`config.mk`:
```
export PLATFORM = sky130hd
export DESIGN_NAME = sap_port
export DESIGN_NICKNAME = d
export VERILOG_FILES = /design/src/verilog/sap_pkg.sv /design/src/verilog/sap_fifo.sv /design/src/verilog/sap_port.sv
export SDC_FILE = /design/constraint.sdc
export NUM_CORES = 1
export LEC_CHECK = 0
export BUFFER_PORTS_ARGS = -buffer_cell sky130_fd_sc_hd__buf_2
export CAP_MARGIN = 20
export CORE_AREA = 2 2 234 213
export CTS_BUF_LIST = sky130_fd_sc_hd__clkbuf_8 sky130_fd_sc_hd__clkbuf_16
export DETAILED_ROUTE_END_ITERATION = 10
export DIE_AREA = 0 0 236 215
export GPL_TIMING_DRIVEN = 1
export PLACE_DENSITY = 0.81
export SLEW_MARGIN = 15
export SYNTH_ARGS = -nofsm -noshare
export SYNTH_HDL_FRONTEND = slang
export SYNTH_HIERARCHICAL = 1
export SYNTH_SLANG_ARGS = --single-unit
export TNS_END_PERCENT = 100
```
`constraint.sdc`:
```
create_clock -name clk -period 9.5 [get_ports clk]
set_input_delay 1.9 -clock clk [delete_from_list [all_inputs] [get_ports clk]]
set_output_delay 1.9 -clock clk [all_outputs]
set_load 0.02 [all_outputs]
```
`src/verilog/sap_pkg.sv`:
```
// Package for the serial audio port: register map, fields, reset values.
// Assumes a single 250 MHz system clock; link pins are sampled synchronously.
package sap_pkg;
  // Register byte offsets (one 32-bit word each)
  localparam logic [7:0] SAP_CTRL_OFS = 8'h00;
  localparam logic [7:0] SAP_LIMIT_OFS = 8'h04;
  localparam logic [7:0] SAP_STATUS_OFS = 8'h08;
  localparam logic [7:0] SAP_TXDATA_OFS = 8'h0c;
  localparam logic [7:0] SAP_RXDATA_OFS = 8'h10;
  localparam logic [7:0] SAP_PRESC_OFS = 8'h14;
  // Control field positions
  localparam int SAP_EN_BIT = 0;
  localparam int SAP_SYNC_BIT = 1;
  localparam int SAP_WORD16_BIT = 2;
  localparam int SAP_GEN_BIT = 3;
  localparam int SAP_RXDMA_BIT = 4;
  localparam int SAP_TXDMA_BIT = 5;
  localparam int SAP_IRQEN_BIT = 6;
  localparam int SAP_SLOTS_LSB = 8;
  // Warning limit fields
  localparam int SAP_RXLIM_LSB = 0;
  localparam int SAP_TXLIM_LSB = 8;
  // Reset values
  localparam logic [31:0] SAP_CTRL_RST = 32'h0000_0000;
  localparam logic [4:0] SAP_RXLIM_RST = 5'h07;
  localparam logic [4:0] SAP_TXLIM_RST = 5'h08;
  localparam logic [7:0] SAP_PRESC_RST = 8'h3f;
  // Last bit index of an internally generated frame; sync pulses once per 32 bit periods
  localparam logic [4:0] SAP_FRAME_BITS = 5'h1f;
  // Word lengths
  localparam logic [4:0] SAP_LEN8 = 5'h08;
  localparam logic [4:0] SAP_LEN16 = 5'h10;

  typedef enum logic [1:0] {
    SAP_IDLE = 2'b00,
    SAP_SHIFT = 2'b01,
    SAP_TAIL = 2'b10
  } sap_tx_state_t;

  // APB request bundle
  typedef struct packed {
    logic psel;
    logic penable;
    logic pwrite;
    logic [7:0] paddr;
    logic [31:0] pwdata;
  } sap_apb_req_t;

  // Pin pair (output and enable) for a two-way pin
  typedef struct packed {
    logic o;
    logic oe;
  } sap_pin_out_t;
endpackage

```
`src/verilog/sap_fifo.sv`:
```
// Flip-flop FIFO used for the receive and transmit word buffers.
// Writes when full and reads when empty are ignored by the FIFO itself.
`timescale 1ns/1ps
module sap_fifo #(
  parameter int WIDTH = 16,
  parameter int DEPTH = 16
) (
  // Clock and reset
  input wire logic clk,
  input wire logic rst,
  // Write side
  input wire logic wr_en,
  input wire logic [WIDTH-1:0] wr_data,
  // Read side
  input wire logic rd_en,
  output logic [WIDTH-1:0] rd_data,
  // Fill level
  output logic [$clog2(DEPTH):0] count
);
  localparam int AW = $clog2(DEPTH);
  logic [WIDTH-1:0] mem [DEPTH];
  logic [AW-1:0] wp, rp, next_wp, next_rp;
  logic [AW:0] next_count;
  logic do_wr, do_rd;

  initial begin
    if (DEPTH < 2 || (1 << AW) != DEPTH) $error("DEPTH must be power of 2");
  end

  // Pointer and level update; full and empty guard the strobes
  always_comb begin
    do_wr = wr_en && (count != (AW+1)'(DEPTH));
    do_rd = rd_en && (count != '0);
    next_wp = do_wr ? wp + 1'b1 : wp;
    next_rp = do_rd ? rp + 1'b1 : rp;
    next_count = count + (AW+1)'(do_wr) - (AW+1)'(do_rd);
  end

  always_ff @(posedge clk or posedge rst) begin
    if (rst) begin
      wp <= '0;
      rp <= '0;
      count <= '0;
    end else begin
      wp <= next_wp;
      rp <= next_rp;
      count <= next_count;
    end
  end

  // Storage carries no reset to stay a plain register array
  always_ff @(posedge clk) begin
    if (do_wr) begin
      mem[wp] <= wr_data;
    end
  end

  assign rd_data = mem[rp];
endmodule

```
`src/verilog/sap_port.sv`:
```
// Serial audio port: APB registers, bit clock and frame sync generation,
// transmit and receive shifters, FIFOs and DMA holding registers.
// Assumes link pins are synchronous to clk (edges are detected on clk).
`timescale 1ns/1ps
module sap_port
  import sap_pkg::*;
#(
  parameter int FIFO_DEPTH = 16,
  parameter int WORD_W = 16
) (
  // Clock and reset
  input wire logic clk,
  input wire logic rst,
  // APB slave
  input wire sap_pkg::sap_apb_req_t apb_req,
  output logic [31:0] prdata,
  output logic pready,
  output logic pslverr,
  // Transmit link
  input wire logic tx_clk_i,
  output sap_pkg::sap_pin_out_t tx_clk_out,
  input wire logic tx_frame_sync_i,
  output sap_pkg::sap_pin_out_t tx_frame_sync_out,
  output sap_pkg::sap_pin_out_t tx_serial_data,
  // Receive link
  input wire logic rx_serial_data,
  input wire logic rx_shift_clock_i,
  output sap_pkg::sap_pin_out_t rx_shift_clock_out,
  input wire logic rx_frame_sync_i,
  output sap_pkg::sap_pin_out_t rx_frame_sync_out,
  // Requests
  output logic irq,
  output logic rx_dma_req,
  output logic tx_dma_req
);
  import sap_pkg::*;
  localparam int CW = $clog2(FIFO_DEPTH) + 1;

  initial begin
    if (FIFO_DEPTH != 16 || WORD_W != 16) $error("Port serves 16x16 only");
  end

  // Software state
  logic [31:0] ctrl, next_ctrl;
  logic [4:0] rx_limit, tx_limit, next_rx_limit, next_tx_limit;
  logic [7:0] presc, next_presc;
  logic [15:0] tx_dma_holding_0, next_txh;
  logic txh_full, next_txh_full;
  logic [15:0] rx_dma_holding_0, next_rxh;
  logic rxh_full, next_rxh_full;
  logic [31:0] next_prdata;
  logic next_pready, next_pslverr;
  // Decoded controls
  logic en, sync_mode, word16, gen, rx_dma, tx_dma, irq_en;
  logic [4:0] wlen;
  // Clock generation
  logic [7:0] div_cnt, next_div_cnt;
  logic bclk, next_bclk;
  logic [4:0] fbit, next_fbit;
  logic fs_gen, next_fs_gen;
  // Edge detection of link clocks and syncs
  logic txc_d, rxc_d, txfs_d, rxfs_d;
  logic txc_now, rxc_now, txfs_now, rxfs_now;
  logic tx_rise, tx_fall, rx_fall, tfs_rise, rfs_rise;
  // Transmit path
  sap_tx_state_t tx_st, next_tx_st;
  logic [15:0] tx_shift_register, next_tsr;
  logic [4:0] tx_bits, next_tx_bits;
  logic tx_pend, next_tx_pend;
  logic txd_o, txd_oe, next_txd_o, next_txd_oe;
  // Receive path
  logic [15:0] rx_shift_register, next_rsr;
  logic [4:0] rx_bits, next_rx_bits;
  logic rx_act, next_rx_act;
  logic rx_done;
  logic [15:0] rx_word;
  // FIFO hooks
  logic rxf_wr, rxf_rd, txf_wr, txf_rd;
  logic [15:0] rxf_q, txf_q;
  logic [CW-1:0] rxf_cnt, txf_cnt;
  logic next_irq, next_rx_dma_req, next_tx_dma_req, next_drv;
  logic wr_acc, rd_acc;
  logic [15:0] tx_word;
  logic tx_avail, tx_load;

  assign en = ctrl[SAP_EN_BIT];
  // Generating clocks forces the shared-clock mode
  assign gen = ctrl[SAP_GEN_BIT];
  assign sync_mode = ctrl[SAP_SYNC_BIT] | gen;
  assign word16 = ctrl[SAP_WORD16_BIT];
  assign wlen = word16 ? SAP_LEN16 : SAP_LEN8;
  assign rx_dma = ctrl[SAP_RXDMA_BIT];
  assign tx_dma = ctrl[SAP_TXDMA_BIT];
  assign irq_en = ctrl[SAP_IRQEN_BIT];

  // Receive FIFO and transmit FIFO
  sap_fifo #(.WIDTH(16), .DEPTH(FIFO_DEPTH)) u_rx_fifo (
    .clk(clk), .rst(rst), .wr_en(rxf_wr), .wr_data(rx_word),
    .rd_en(rxf_rd), .rd_data(rxf_q), .count(rxf_cnt));
  sap_fifo #(.WIDTH(16), .DEPTH(FIFO_DEPTH)) u_tx_fifo (
    .clk(clk), .rst(rst), .wr_en(txf_wr), .wr_data(apb_req.pwdata[15:0]),
    .rd_en(txf_rd), .rd_data(txf_q), .count(txf_cnt));

  // APB decode: one-cycle wait, answer registered
  assign wr_acc = apb_req.psel && apb_req.penable && apb_req.pwrite &&
    !pready;
  assign rd_acc = apb_req.psel && apb_req.penable && !apb_req.pwrite &&
    !pready;
  assign txf_wr = wr_acc && (apb_req.paddr == SAP_TXDATA_OFS) && !tx_dma;
  assign rxf_rd = rd_acc && (apb_req.paddr == SAP_RXDATA_OFS) && !rx_dma;

  // Link edge view; the selected clock depends on mode and generation
  always_comb begin
    txc_now = gen ? bclk : tx_clk_i;
    txfs_now = gen ? fs_gen : tx_frame_sync_i;
    rxc_now = sync_mode ? txc_now : rx_shift_clock_i;
    rxfs_now = sync_mode ? txfs_now : rx_frame_sync_i;
    tx_rise = en && txc_now && !txc_d;
    tx_fall = en && !txc_now && txc_d;
    rx_fall = en && !rxc_now && rxc_d;
    tfs_rise = txfs_now && !txfs_d;
    rfs_rise = rxfs_now && !rxfs_d;
  end

  always_ff @(posedge clk or posedge rst) begin
    if (rst) begin
      txc_d <= 1'b0;
      rxc_d <= 1'b0;
      txfs_d <= 1'b0;
      rxfs_d <= 1'b0;
    end else begin
      txc_d <= txc_now;
      rxc_d <= rxc_now;
      txfs_d <= txfs_now;
      rxfs_d <= rxfs_now;
    end
  end

  // Bit clock divider: free-running while enabled and generating, held at zero otherwise
  always_comb begin
    next_div_cnt = div_cnt;
    next_bclk = bclk;
    next_fbit = fbit;
    next_fs_gen = fs_gen;
    if (!en || !gen) begin
      next_div_cnt = '0;
      next_bclk = 1'b0;
      next_fbit = '0;
      next_fs_gen = 1'b0;
    end else if (div_cnt == presc) begin
      next_div_cnt = '0;
      next_bclk = !bclk;
      // Sync is set up on falling edge so the partner sees it at rising
      if (bclk) begin
        next_fbit = fbit + 5'h01;
        next_fs_gen = (fbit == SAP_FRAME_BITS);
      end
    end else begin
      next_div_cnt = div_cnt + 8'h01;
    end
  end

  always_ff @(posedge clk or posedge rst) begin
    if (rst) begin
      div_cnt <= '0;
      bclk <= 1'b0;
      fbit <= '0;
      fs_gen <= 1'b0;
    end else begin
      div_cnt <= next_div_cnt;
      bclk <= next_bclk;
      fbit <= next_fbit;
      fs_gen <= next_fs_gen;
    end
  end

  // Transmit source: holding register under DMA, else FIFO
  assign tx_avail = tx_dma ? txh_full : (txf_cnt != '0);
  assign tx_word = tx_dma ? tx_dma_holding_0 : txf_q;
  assign tx_load = tx_rise && tx_pend && tx_avail;
  assign txf_rd = tx_load && !tx_dma;

  // Transmit shifter; one word per frame
  always_comb begin
    next_tx_st = tx_st;
    next_tsr = tx_shift_register;
    next_tx_bits = tx_bits;
    next_tx_pend = tx_pend || (en && tfs_rise);
    next_txd_o = txd_o;
    next_txd_oe = txd_oe;
    if (!en) begin
      next_tx_st = SAP_IDLE;
      next_tx_pend = 1'b0;
      next_txd_oe = 1'b0;
    end else if (tx_load) begin
      next_tx_st = SAP_SHIFT;
      next_tx_pend = 1'b0;
      next_tsr = word16 ? tx_word : {tx_word[7:0], 8'h00};
      next_tx_bits = wlen - 5'h01;
      next_txd_o = word16 ? tx_word[15] : tx_word[7];
      next_txd_oe = 1'b1;
      if (!word16) next_tsr = {tx_word[6:0], 9'h000};
      else next_tsr = {tx_word[14:0], 1'b0};
    end else if (tx_rise && tx_st == SAP_SHIFT && tx_bits != '0) begin
      next_txd_o = tx_shift_register[15];
      next_tsr = {tx_shift_register[14:0], 1'b0};
      next_tx_bits = tx_bits - 5'h01;
    end else if (tx_fall && tx_st == SAP_SHIFT && tx_bits == '0) begin
      // Last bit: hold drive if the next word starts at once
      next_tx_st = SAP_TAIL;
      next_txd_oe = tx_pend && tx_avail;
    end else if (tx_rise && tx_st == SAP_TAIL) begin
      next_tx_st = SAP_IDLE;
      next_txd_oe = 1'b0;
    end
  end

  always_ff @(posedge clk or posedge rst) begin
    if (rst) begin
      tx_st <= SAP_IDLE;
      tx_shift_register <= '0;
      tx_bits <= '0;
      tx_pend <= 1'b0;
      txd_o <= 1'b0;
      txd_oe <= 1'b0;
    end else begin
      tx_st <= next_tx_st;
      tx_shift_register <= next_tsr;
      tx_bits <= next_tx_bits;
      tx_pend <= next_tx_pend;
      txd_o <= next_txd_o;
      txd_oe <= next_txd_oe;
    end
  end

  // Receive shifter: counts valid bits only after a sync rise
  // The finished word includes the bit sampled on this very edge
  assign rx_word = {rx_shift_register[14:0], rx_serial_data};
  assign rx_done = rx_fall && rx_act && (rx_bits == wlen - 5'h01);
  assign rxf_wr = rx_done && !rx_dma;
  always_comb begin
    next_rsr = rx_shift_register;
    next_rx_bits = rx_bits;
    next_rx_act = rx_act;
    if (!en) begin
      next_rx_act = 1'b0;
      next_rx_bits = '0;
    end else begin
      if (rfs_rise) begin
        next_rx_act = 1'b1;
        next_rx_bits = '0;
      end
      if (rx_fall && (rx_act || rfs_rise)) begin
        next_rsr = {rx_shift_register[14:0], rx_serial_data};
        next_rx_bits = rfs_rise ? 5'h01 : rx_bits + 5'h01;
        if (!rfs_rise && rx_bits == wlen - 5'h01) begin
          next_rx_act = 1'b0;
          next_rx_bits = '0;
        end
      end
    end
  end

  always_ff @(posedge clk or posedge rst) begin
    if (rst) begin
      rx_shift_register <= '0;
      rx_bits <= '0;
      rx_act <= 1'b0;
    end else begin
      rx_shift_register <= next_rsr;
      rx_bits <= next_rx_bits;
      rx_act <= next_rx_act;
    end
  end

  // Register file, holding registers and bus answer
  always_comb begin
    next_ctrl = ctrl;
    next_rx_limit = rx_limit;
    next_tx_limit = tx_limit;
    next_presc = presc;
    next_txh = tx_dma_holding_0;
    next_txh_full = txh_full && !(tx_load && tx_dma);
    next_rxh = rx_dma_holding_0;
    next_rxh_full = rxh_full;
    next_prdata = '0;
    next_pready = apb_req.psel && apb_req.penable && !pready;
    next_pslverr = 1'b0;
    if (wr_acc) begin
      unique case (apb_req.paddr)
        SAP_CTRL_OFS: next_ctrl = apb_req.pwdata;
        SAP_LIMIT_OFS: begin
          next_rx_limit = apb_req.pwdata[SAP_RXLIM_LSB +: 5];
          next_tx_limit = apb_req.pwdata[SAP_TXLIM_LSB +: 5];
        end
        SAP_PRESC_OFS: next_presc = apb_req.pwdata[7:0];
        SAP_TXDATA_OFS: if (tx_dma) begin
          next_txh = apb_req.pwdata[15:0];
          next_txh_full = 1'b1;
        end
        SAP_STATUS_OFS, SAP_RXDATA_OFS: ;
        default: next_pslverr = 1'b1;
      endcase
    end
    if (rd_acc) begin
      unique case (apb_req.paddr)
        SAP_CTRL_OFS: next_prdata = ctrl;
        SAP_LIMIT_OFS: next_prdata = {19'h0, tx_limit, 3'h0, rx_limit};
        SAP_PRESC_OFS: next_prdata = {24'h0, presc};
        SAP_STATUS_OFS: next_prdata = {6'h0, rxf_cnt, 3'h0, txf_cnt,
          11'h0, rxh_full, txh_full};
        SAP_RXDATA_OFS: begin
          next_prdata = {16'h0, rx_dma ? rx_dma_holding_0 : rxf_q};
          if (rx_dma) next_rxh_full = 1'b0;
        end
        SAP_TXDATA_OFS: next_prdata = '0;
        default: next_pslverr = 1'b1;
      endcase
    end
    // A word landing in the same cycle as the read keeps it full
    if (rx_done && rx_dma) begin
      next_rxh = rx_word;
      next_rxh_full = 1'b1;
    end
    next_rx_dma_req = rx_dma && next_rxh_full;
    next_tx_dma_req = tx_dma && !next_txh_full;
    // Clock and sync pins are driven only while generating them
    next_drv = next_ctrl[SAP_GEN_BIT] && next_ctrl[SAP_EN_BIT];
    next_irq = irq_en && en &&
      ((!rx_dma && rxf_cnt > CW'(rx_limit)) ||
       (!tx_dma && txf_cnt <= CW'(tx_limit)));
  end

  always_ff @(posedge clk or posedge rst) begin
    if (rst) begin
      ctrl <= SAP_CTRL_RST;
      rx_limit <= SAP_RXLIM_RST;
      tx_limit <= SAP_TXLIM_RST;
      presc <= SAP_PRESC_RST;
      tx_dma_holding_0 <= '0;
      txh_full <= 1'b0;
      rx_dma_holding_0 <= '0;
      rxh_full <= 1'b0;
      prdata <= '0;
      pready <= 1'b0;
      pslverr <= 1'b0;
      irq <= 1'b0;
      rx_dma_req <= 1'b0;
      tx_dma_req <= 1'b0;
      tx_clk_out <= '0;
      tx_frame_sync_out <= '0;
      tx_serial_data <= '0;
      rx_shift_clock_out <= '0;
      rx_frame_sync_out <= '0;
    end else begin
      ctrl <= next_ctrl;
      rx_limit <= next_rx_limit;
      tx_limit <= next_tx_limit;
      presc <= next_presc;
      tx_dma_holding_0 <= next_txh;
      txh_full <= next_txh_full;
      rx_dma_holding_0 <= next_rxh;
      rxh_full <= next_rxh_full;
      prdata <= next_prdata;
      pready <= next_pready;
      pslverr <= next_pslverr;
      irq <= next_irq;
      rx_dma_req <= next_rx_dma_req;
      tx_dma_req <= next_tx_dma_req;
      // Pins leave flops; receive pins stay inputs in shared-clock mode
      tx_clk_out <= '{o: next_bclk, oe: next_drv};
      tx_frame_sync_out <= '{o: next_fs_gen, oe: next_drv};
      tx_serial_data <= '{o: next_txd_o, oe: next_txd_oe};
      rx_shift_clock_out <= '0;
      rx_frame_sync_out <= '0;
    end
  end

endmodule

```
==> results of run 1 <==
==> kinds of logic (layout without fill, tap and decap cells) <==
group,after synthesis,in the layout,share of synthesized area (%)
AO/OA/AOI/OAI,248,248,7.20
XOR/XNOR,36,36,1.02
adder cells (fa/ha/maj),40,40,1.66
buffers and inverters,166,323,3.29
flip-flops,725,725,66.9
multiplexers,362,362,15.2
other,1,6,0.0121
AND/OR/NAND/NOR,266,266,4.68
==> cell type report <==
cell class | instances | area (um2) | share of cell area, %
well taps | 632 | 791 | 2.32
clock buffers | 80 | 1950 | 5.71
repair buffers | 132 | 761 | 2.23
multi-input cells | 956 | 9300 | 27.3
clock inverters | 50 | 343 | 1.01
diodes | 2 | 5.00 | 0.0147
flip-flops and latches | 725 | 20700 | 60.8
inverters | 61 | 236 | 0.693
==> sequential cells by signal, summed over array words and instances (netlist names), 8 cells and up <==
signal	cells
prdata	32
rx_shift_register	15
tx_dma_holding_0	16
ctrl	32
u_rx_fifo/mem	256
u_tx_fifo/mem	256
rx_dma_holding_0	16
presc	8
tx_shift_register	15
div_cnt	8
==> power by group through the flow <==
stage          logic [W]  registers [W]  clock network, W
2_1_floorplan   0.000139        0.00347                 0
3_5_place_dp    0.000210        0.00349                 0
6_report        0.000212        0.00343           0.00274
4_1_cts         0.000211        0.00343           0.00278
3_3_place_gp    0.000196        0.00349                 0
5_1_grt         0.000232        0.00343           0.00290
==> synthesized netlist by cell type (12+ instances only) <==
library cell / number
sky130_fd_sc_hd__ha_1: 38
sky130_fd_sc_hd__buf_2: 22
sky130_fd_sc_hd__nand2_1: 73
sky130_fd_sc_hd__nand4_1: 14
sky130_fd_sc_hd__buf_4: 26
sky130_fd_sc_hd__mux2_2: 88
sky130_fd_sc_hd__and2_1: 20
sky130_fd_sc_hd__mux4_2: 67
sky130_fd_sc_hd__xnor2_1: 27
sky130_fd_sc_hd__edfxtp_1: 512
sky130_fd_sc_hd__o21a_1: 12
sky130_fd_sc_hd__a221oi_2: 60
sky130_fd_sc_hd__dfrtp_1: 203
sky130_fd_sc_hd__buf_6: 20
sky130_fd_sc_hd__nor2_1: 46
sky130_fd_sc_hd__o21ai_0: 47
sky130_fd_sc_hd__mux2_4: 29
sky130_fd_sc_hd__clkbuf_1: 16
sky130_fd_sc_hd__nor3_1: 16
sky130_fd_sc_hd__a21oi_1: 26
sky130_fd_sc_hd__inv_1: 58
sky130_fd_sc_hd__mux2i_1: 176
sky130_fd_sc_hd__a22oi_1: 32
sky130_fd_sc_hd__nand3_1: 26
==> metrics by stage <==
stage          instance area (um2)  hold WS [ps]  worst slack [ps]
6_report                     34100           480              4660
5_1_grt                      34100           499              4450
4_1_cts                      34100           481              4760
3_5_place_dp                 31800           466              4120
3_3_place_gp                 31800           465              4200
2_1_floorplan                31000           447              2530
==> routing by layer <==
metal,vias up,wire length [um],track usage [%]
met3,146,5140,4.41
li1,7395,-,-
met1,8868,28700,39.5
met5,-,0,0
met2,827,35400,47.3
met4,0,2510,10.6
==> worst max path at each step <==
stage                     slack, ps  cells past startpoint         from                     to
final                          4660                     16  apb_req[32]     u_tx_fifo/count[4]
after global placement         4200                      8  apb_req[32]  u_tx_fifo/mem[10][14]
after detailed placement       4120                     16  apb_req[32]     u_tx_fifo/count[4]
after global routing           4450                     16  apb_req[32]     u_tx_fifo/count[4]
after CTS                      4760                     16  apb_req[32]     u_tx_fifo/count[4]
after floorplan                2530                      1          rst                ctrl[0]
==> impl_metrics.tcl, run 1 <==
set metrics [dict create \
    cts-root-buf "sky130_fd_sc_hd__clkbuf_16" \
    vias 17236 \
    netlist.area_leader.share_pct 49.6 \
    first_pass_grt_wire_length_mm 109 \
    syn_to_final_growth_pct 10.1 \
    final_antenna_net_count 0 \
    post_synth.cell_area_avg_um2 16.8 \
    numPortBuffers 92 \
    status "finished, final reports clean" \
    hold_path_class "register to register" \
    place_inst 2505 \
    via_count_of_the_first_global_routing_pass 17410 \
    clock_group_share_of_total_power_pct 42.9 \
    drive_above_1_share_pct 26.1 \
    synthesis.area_mm2 0.0310 \
    synth.yosys.warnings 6 \
    clock_path_buffers 3 \
    cts_num_sinks 725 \
    crit-reg2reg-capture "u_rx_fifo/count[4]" \
    max_slew_violation_count 0 \
    synth_flop_cell "sky130_fd_sc_hd__edfxtp_1" \
    detailed_place_hpwl_mm 45.1 \
    chipHeight_um 215 \
    rrSetupSlack_ps 5070 \
    max_slew.worst_pin.slew_ps 1060 \
    power.net_switching_w 0.00134 \
    post_synth_num_cell_types 85 \
    initialDrtViolationCount 2015 \
    mostFrequentLayoutCells "512 x sky130_fd_sc_hd__edfxtp_1, 201 x sky130_fd_sc_hd__dfrtp_1, 176 x sky130_fd_sc_hd__mux2i_1" \
    detail_route.wirelength_mm 71.8 \
    finalSetupTns_ps 0 \
    numCtsBuffers 71 \
    worst-path-max-fanout 9 \
    detail_route.wl_per_cell_um 27.2 \
    setup.worst_path.start_class "primary input" \
    final.fill_count 2944 \
    grt_max_degree 112 \
    cpMaxStageDelayCell "sky130_fd_sc_hd__or4_1" \
    count_of_state_elements_after_synthesis 725 \
    post-cts-setup-buffer-count 0 \
    path_common_cell "sky130_fd_sc_hd__inv_1" \
    cts_hold_buffers 0 \
    setup_viol 0 \
    utilization_pct 70.4 \
    gr-usage-all-layers_pct 28.8 \
    clkTransAtPathRegs_ps 60 \
    grt_setup_unrepaired "false" \
    dieArea_mm2 0.0507 \
    ranking_of_synthesized_cells_by_area "sky130_fd_sc_hd__edfxtp_1 50%, sky130_fd_sc_hd__dfrtp_1 16%, sky130_fd_sc_hd__mux2i_1 5.7%" \
    cp.buffers_inverters 5 \
    total_leakage_power_nw 12.7 \
    crit_path_cell_trace "buf_2 -> or4_1 -> nor3_1 -> nand4_1 -> nor2_1 -> o21a_1 -> inv_1 -> ha_1 -> inv_1 -> ha_1 -> inv_1 -> fa_1 -> inv_1 -> a21oi_1 -> o21bai_1 -> xnor2_1" \
    report.power.total_w 0.00638 \
    design.final.nets 2037 \
    hold_path_startpoint "ctrl[31]" \
    power_switching_share_pct 20.9 \
    io_pins 97 \
    synth_sequential_area_ratio_pct 66.9 \
    finalWeightedCongestion 0.922 \
    placement_rows 77 \
    antenna_found_initial 2 \
    final_cell_count_no_fill 2638 \
    vias_per_cell 6.53 \
    cts_htree_levels 3 \
    chipWidth_um 236 \
    power.share.sequential_pct 53.7 \
    endpoint_arrival_time_on_the_critical_path_ps 5370 \
    worst_r2r_startpoint "ctrl[2]" \
    tritoncts "built" \
    core-area_mm2 0.0485 \
    crit_family "simple AND/OR/NAND/NOR gates" \
    first_pass_iters 8 \
    max-vdd-ir-drop_uv 191 \
    worst_clock_skew_ps 25.8 \
    cp_data_required_time_ps 10030 \
    fmax_mhz 206 \
    hold_path_sink "prdata[31]" \
    postSynthCellCount 1844 \
    internal_power_w 0.00505 \
    drt_drc_violations_left 0 \
    global_route.overflow_total 0 \
    layout_commonest_cell "sky130_fd_sc_hd__edfxtp_1" \
    synth_edf_count 512 \
    cellPowerDensity_mw_per_mm2 187 \
    ys_async_sr_fraction_pct 29.4 \
    critical_path_class "primary input to register" \
    final_hold_violations 0 \
    comb_power_share_pct 3.3 \
    slew_headroom_pct 29.2 \
    timing.critical_path.slowest_cell_delay_ps 790 \
    critPathCaptureType "register" \
    start_util_pct 63.9 \
    max_cap_viol_count 0 \
    ctsResizeCount 0 \
    hold_depth 1 \
    synth_top_cell_by_area "sky130_fd_sc_hd__edfxtp_1" \
    reg2regPathDepth 15 \
    clk_latency_ps 620 \
    fin_crit_sh_pct 51.0 \
    fin_crit_ps 4840 \
]
(Power assumes the default switching activity.)
==> run 2, diff against run 1 <==
--- a/config.mk
+++ b/config.mk
@@ -7,12 +7,12 @@
 export LEC_CHECK = 0
 export BUFFER_PORTS_ARGS = -buffer_cell sky130_fd_sc_hd__buf_2
 export CAP_MARGIN = 20
-export CORE_AREA = 2 2 234 213
+export CORE_AREA = 2 2 251 229
 export CTS_BUF_LIST = sky130_fd_sc_hd__clkbuf_8 sky130_fd_sc_hd__clkbuf_16
 export DETAILED_ROUTE_END_ITERATION = 10
-export DIE_AREA = 0 0 236 215
+export DIE_AREA = 0 0 253 231
 export GPL_TIMING_DRIVEN = 1
-export PLACE_DENSITY = 0.81
+export PLACE_DENSITY = 0.74
 export SLEW_MARGIN = 15
 export SYNTH_ARGS = -nofsm -noshare
 export SYNTH_HDL_FRONTEND = slang
==> constraint.sdc (replaced) <==
create_clock -name clk -period 4.2 [get_ports clk]
set_input_delay 0.84 -clock clk [delete_from_list [all_inputs] [get_ports clk]]
set_output_delay 0.84 -clock clk [all_outputs]
set_load 0.02 [all_outputs]
==> run 2 against run 1 <==
Against the previous run:
- wire length down 0.55%
- count of clock-buffer cells in the layout stayed put
- critical endpoint unchanged
- setup slack lost 4200 ps
- global-route usage down 4.0 points
- register-to-register slack got worse by 4600 ps
- worst hold slack worse by 160 ps
- sequential power is 130% higher
==> impl_metrics.tcl, run 2 (same netlist as run 1, synthesis figures left out) <==
set metrics [dict create \
    status "finished, final reports clean" \
    ctsResizeCount 0 \
    vias 17002 \
    critical_path_class "register to register" \
    slew_headroom_pct 45.4 \
    worst-path-max-fanout 11 \
    max_slew.worst_pin.slew_ps 819 \
    finalSetupTns_ps 0 \
    numPortBuffers 92 \
    reg_top3 "u_rx_fifo/mem: 256 flops, u_tx_fifo/mem: 256 flops" \
    cts_htree_levels 3 \
    fin_area_mm2 0.0348 \
    chipHeight_um 231 \
    fin_crit_sh_pct 88.1 \
    via_count_of_the_first_global_routing_pass 17013 \
    power_switching_share_pct 21.6 \
    numCtsBuffers 74 \
    grt_max_degree 78 \
    hold_path_class "primary input to asynchronous set/reset pin" \
    clk_latency_ps 640 \
    critPathCaptureType "register" \
    chipWidth_um 253 \
    seqCellArea_mm2 0.0207 \
    setup_viol 0 \
    gr-usage-all-layers_pct 24.8 \
    endpoint_arrival_time_on_the_critical_path_ps 4240 \
    start_util_pct 55.2 \
    grt_setup_unrepaired "false" \
    placement_rows 83 \
    clock_path_buffers 3 \
    finalWeightedCongestion 0.869 \
    tritoncts "built" \
    power.share.sequential_pct 52.0 \
    cts-root-buf "sky130_fd_sc_hd__clkbuf_16" \
    cpMaxStageDelayCell "sky130_fd_sc_hd__dfrtp_1" \
    setup.worst_path.start_class "register" \
    antenna_cells 0 \
    internal_power_w 0.0117 \
    max-vdd-ir-drop_uv 391 \
    drive_above_1_share_pct 28.1 \
    mostFrequentLayoutCells "512 x sky130_fd_sc_hd__edfxtp_1, 201 x sky130_fd_sc_hd__dfrtp_1, 176 x sky130_fd_sc_hd__mux2i_1" \
    first_pass_iters 5 \
    cts_hold_buffers 0 \
    preCtsSetupSlack_ps 378 \
    design.final.nets 2078 \
    clock_group_share_of_total_power_pct 44.7 \
    final_antenna_net_count 0 \
    final.fill_count 3922 \
    dieArea_mm2 0.0584 \
    core-area_mm2 0.0561 \
    comb_power_share_pct 3.3 \
    syn_to_final_growth_pct 12.3 \
    cts_num_sinks 725 \
    io_pins 97 \
    clkTransAtPathRegs_ps 60 \
    postLayoutSetupSlackWorst_ps 499 \
    layout_commonest_cell "sky130_fd_sc_hd__edfxtp_1" \
    timing.critical_path.slowest_cell_delay_ps 610 \
    detailed_place_hpwl_mm 46.0 \
    cp_data_required_time_ps 4740 \
    rrSetupSlack_ps 500 \
    worst_r2r_startpoint "ctrl[3]" \
    cellPowerDensity_mw_per_mm2 428 \
    post-cts-setup-buffer-count 0 \
    crit-reg2reg-capture "u_tx_fifo/count[4]" \
    detail_route.wirelength_mm 71.4 \
    detail_route.wl_per_cell_um 25.8 \
    worst_clock_skew_ps 38.4 \
    max_slew_violation_count 0 \
    fmax_mhz 270 \
    final_hold_violations 0 \
    global_route.overflow_total 0 \
    vias_per_cell 6.14 \
    first_pass_grt_wire_length_mm 107 \
    crit_family "adder cells" \
    initialDrtViolationCount 1773 \
    drt_drc_violations_left 0 \
    total_leakage_power_nw 13.0 \
    power.net_switching_w 0.00322 \
    fin_crit_ps 3700 \
    max_cap_viol_count 0 \
    multiInputGateArea_mm2 0.00929 \
    path_common_cell "sky130_fd_sc_hd__inv_1" \
    reg2regPathDepth 15 \
    cp.buffers_inverters 4 \
    placement.cell_area_mm2 0.0322 \
    crit_path_cell_trace "mux2i_1 -> inv_1 -> and2_1 -> nand2_1 -> nor2_1 -> o21a_1 -> ha_1 -> inv_1 -> ha_1 -> inv_1 -> fa_1 -> inv_1 -> a21oi_1 -> o21bai_1 -> xnor2_1" \
    antenna_found_initial 4 \
]
## run 2: changes by cell type in the layout (fill, tap and decap cells not counted), sizes merged
cell,previous run,this run
clkinv,20,25
bufinv,4,7
inv,85,80
buf,132,170
diode,2,0
clkinvlp,2,6
## run 2: final cells by class
cell class,instances,area share (%)
clock buffers,80,5.56
clock inverters,57,1.72
inverters,61,0.669
multi-input cells,956,26.7
flip-flops and latches,725,59.6
well taps,722,2.60
repair buffers,170,3.15
## run 2: per-stage QoR
step	instances	hold WS, ps	util [%]	total power, W
floorplan	1847	447	-	0.00817
global placement	2633	457	57.5	0.00836
detailed placement	2633	462	57.5	0.00838
CTS	2770	308	62.0	0.0150
global route	2771	333	62.0	0.0153
finish	2771	322	62.0	0.0149
## run 2: layer usage
| layer | share of wire, % | up-vias | global-route usage (%) |
|---|---|---|---|
| li1 | - | 7476 | - |
| met1 | 42 | 8790 | 34.4 |
| met2 | 49 | 623 | 40.1 |
| met3 | 6.3 | 113 | 4.50 |
| met4 | 2.7 | 0 | 7.95 |
| met5 | 0 | - | 0 |
## run 2: power by group through the flow
stage               sequential [W]  clock [W]  combinational [W]
global placement           0.00790          0           0.000461
CTS                        0.00775    0.00678           0.000487
detailed placement         0.00790          0           0.000485
global route               0.00775    0.00705           0.000532
finish                     0.00775    0.00667           0.000486
floorplan                  0.00785          0           0.000316
## run 2: worst max path at each step
stage / startpoint / to / slack (ps) / depth (start not counted)
finish: ctrl[3] / u_tx_fifo/count[4] / 500 / 15
CTS: ctrl[3] / u_tx_fifo/count[4] / 580 / 15
global placement: tx_clk_i / u_rx_fifo/count[4] / 460 / 16
detailed placement: tx_clk_i / u_rx_fifo/count[4] / 380 / 16
floorplan: tx_clk_i / u_rx_fifo/mem[0][0] / 250 / 7
global route: tx_clk_out[1] / u_tx_fifo/count[4] / 310 / 15
==> run 3, diff against run 2 <==
--- a/config.mk
+++ b/config.mk
@@ -13,6 +13,7 @@
 export DIE_AREA = 0 0 253 231
 export GPL_TIMING_DRIVEN = 1
 export PLACE_DENSITY = 0.74
+export REMOVE_ABC_BUFFERS = 1
 export SLEW_MARGIN = 15
 export SYNTH_ARGS = -nofsm -noshare
 export SYNTH_HDL_FRONTEND = slang
==> run 3 against run 2 <==
Against the previous run:
- critical path depth unchanged
- die area unchanged
- count of clock-buffer cells in the layout increased by 4
- largest power group unchanged
- first-iteration DRC count down 9.0%
- maximum frequency increased by 6.0%
- highest routed layer is now met5
- wire length shrank 3.8%
- global-route usage shrank 0.92 points
- combinational power decreased by 5.1%
- design area about the same
- utilization about the same
- cell count hardly changed
- critical path type unchanged
==> impl_metrics.tcl, run 3 (same netlist as run 1, synthesis figures left out) <==
set metrics [dict create \
    fmax_mhz 286 \
    design.final.nets 2082 \
    reg_top3 "u_rx_fifo/mem: 256 flops, u_tx_fifo/mem: 256 flops" \
    internal_power_w 0.0118 \
    detail_route.wl_per_cell_um 24.8 \
    endpoint_arrival_time_on_the_critical_path_ps 4040 \
    finalWeightedCongestion 0.861 \
    detailed_place_hpwl_mm 43.9 \
    path_common_cell "sky130_fd_sc_hd__inv_1" \
    final_hold_violations 0 \
    cts_htree_levels 3 \
    total_leakage_power_nw 13.0 \
    mostFrequentLayoutCells "512 x sky130_fd_sc_hd__edfxtp_1, 201 x sky130_fd_sc_hd__dfrtp_1, 176 x sky130_fd_sc_hd__mux2i_1" \
    multiInputGateArea_mm2 0.00929 \
    layout_commonest_cell "sky130_fd_sc_hd__edfxtp_1" \
    wl_met1_mm 29.7 \
    slew_headroom_pct 40.6 \
    via_count_of_the_first_global_routing_pass 17294 \
    cts-root-buf "sky130_fd_sc_hd__clkbuf_16" \
    max-vdd-ir-drop_uv 297 \
    chipHeight_um 231 \
    status "finished, final reports clean" \
    power_switching_share_pct 20.9 \
    worst_clock_skew_ps 42.8 \
    cellPowerDensity_mw_per_mm2 428 \
    numPortBuffers 92 \
    reg2regPathDepth 15 \
    power.share.sequential_pct 52.0 \
    max_slew_violation_count 0 \
    max_slew.worst_pin.slew_ps 891 \
    power.net_switching_w 0.00312 \
    utilization_pct 62.0 \
    vias 17161 \
    clkTransAtPathRegs_ps 60 \
    fin_crit_sh_pct 83.1 \
    dieArea_mm2 0.0584 \
    cts_hold_buffers 0 \
    grt_max_degree 126 \
    antenna_found_initial 2 \
    clock_path_buffers 3 \
    vias_per_cell 6.19 \
    hold_path_class "primary input to asynchronous set/reset pin" \
    grt_setup_unrepaired "false" \
    setup_viol 0 \
    cpMaxStageDelayCell "sky130_fd_sc_hd__dfrtp_1" \
    chipWidth_um 253 \
    top_layer "met5" \
    fin_crit_ps 3490 \
    core-area_mm2 0.0561 \
    start_util_pct 55.2 \
    postLayoutSetupSlackWorst_ps 709 \
    first_pass_grt_wire_length_mm 105 \
    finalSetupTns_ps 0 \
    clk_latency_ps 630 \
    tritoncts "built" \
    io_pins 97 \
    drive_above_1_share_pct 28.0 \
    final_antenna_net_count 0 \
    post-cts-setup-buffer-count 0 \
    drt_drc_violations_left 0 \
    gr-usage-all-layers_pct 23.9 \
    detail_route.wirelength_mm 68.7 \
    preCtsSetupSlack_ps 339 \
    clock_group_share_of_total_power_pct 44.9 \
    antenna_cells 0 \
    numCtsBuffers 73 \
    cp_data_required_time_ps 4750 \
    initialDrtViolationCount 1613 \
    cts_num_sinks 725 \
    crit_path_cell_trace "mux2_2 -> o31ai_4 -> nand3_1 -> nor2_1 -> o21a_1 -> inv_2 -> ha_1 -> inv_1 -> ha_1 -> inv_1 -> fa_1 -> inv_1 -> a21oi_1 -> o21bai_1 -> xnor2_1" \
    setup.worst_path.start_class "register" \
    detailroute.wirelength.met2_mm 31.3 \
    comb_power_share_pct 3.1 \
    ctsResizeCount 0 \
    worst-path-max-fanout 7 \
    detailroute.wirelength.met3_mm 5.67 \
    critical_path_class "register to register" \
    final.fill_count 3974 \
    placement_rows 83 \
    seqCellArea_mm2 0.0207 \
    syn_to_final_growth_pct 12.3 \
    critPathCaptureType "register" \
    timing.critical_path.slowest_cell_delay_ps 460 \
    max_cap_viol_count 0 \
    first_pass_iters 7 \
    global_route.overflow_total 0 \
]
## run 3: cell types whose count changed in the layout (fill, tap and decap cells not counted), sizes merged
cell / change
buf: +5
clkbuf: +4
clkinv: -6
clkinvlp: -5
inv: +3
## run 3: worst max-delay path, delay by kind of cell, from the launching register on
kind / cells / cell delay [ps]
adder cells (fa/ha/maj): 3 / 890
AO/OA/AOI/OAI: 4 / 900
buffers and inverters: 4 / 350
multiplexers: 1 / 410
flip-flops: 1 / 460
AND/OR/NAND/NOR: 2 / 280
XOR/XNOR: 1 / 130
## run 3: path summary, 6_finish.rpt
check / slack (ps) / to / start
worst max-delay path: 710 / u_rx_fifo/count[4] / ctrl[1]
worst min-delay path: 310 / u_rx_fifo/count[4] / rst
worst max register to register: 710 / u_rx_fifo/count[4] / ctrl[1]
worst min register to register: 490 / prdata[30] / ctrl[30]
max in group asynchronous: 2840 / rx_limit[1] / rst
min in group clk: 440 / ctrl[29] / apb_req[29]
## run 3: stage by stage
step / hold WS [ps] / cells / instance area, um2 / total power (W)
2_1_floorplan: 447 / 1742 / 30200 / 0.00815
3_3_place_gp: 462 / 2638 / 32300 / 0.00832
3_5_place_dp: 467 / 2638 / 32300 / 0.00834
4_1_cts: 286 / 2771 / 34800 / 0.0150
5_1_grt: 343 / 2772 / 34800 / 0.0153
6_report: 308 / 2772 / 34800 / 0.0149
## run 3: layout make-up
type / instances / share of cell area, %
well taps: 722 / 2.60
clock inverters: 49 / 1.41
flip-flops and latches: 725 / 59.6
inverters: 61 / 0.680
clock buffers: 84 / 5.82
repair buffers: 175 / 3.22
multi-input cells: 956 / 26.7
## run 3: per-layer routing
| layer | track usage [%] | up-vias |
|---|---|---|
| met5 | 0 | - |
| met4 | 7.77 | 2 |
| met3 | 5.27 | 140 |
| met2 | 36.1 | 676 |
| met1 | 34.8 | 8865 |
| li1 | - | 7478 |
## run 3: power groups by stage
stage                     clock network [W]  registers [W]  logic (W)
final                               0.00668        0.00774   0.000461
after global routing                0.00705        0.00774   0.000521
after CTS                           0.00678        0.00774   0.000462
after detailed placement                  0        0.00788   0.000457
after global placement                    0        0.00788   0.000437
after floorplan                           0        0.00786   0.000287
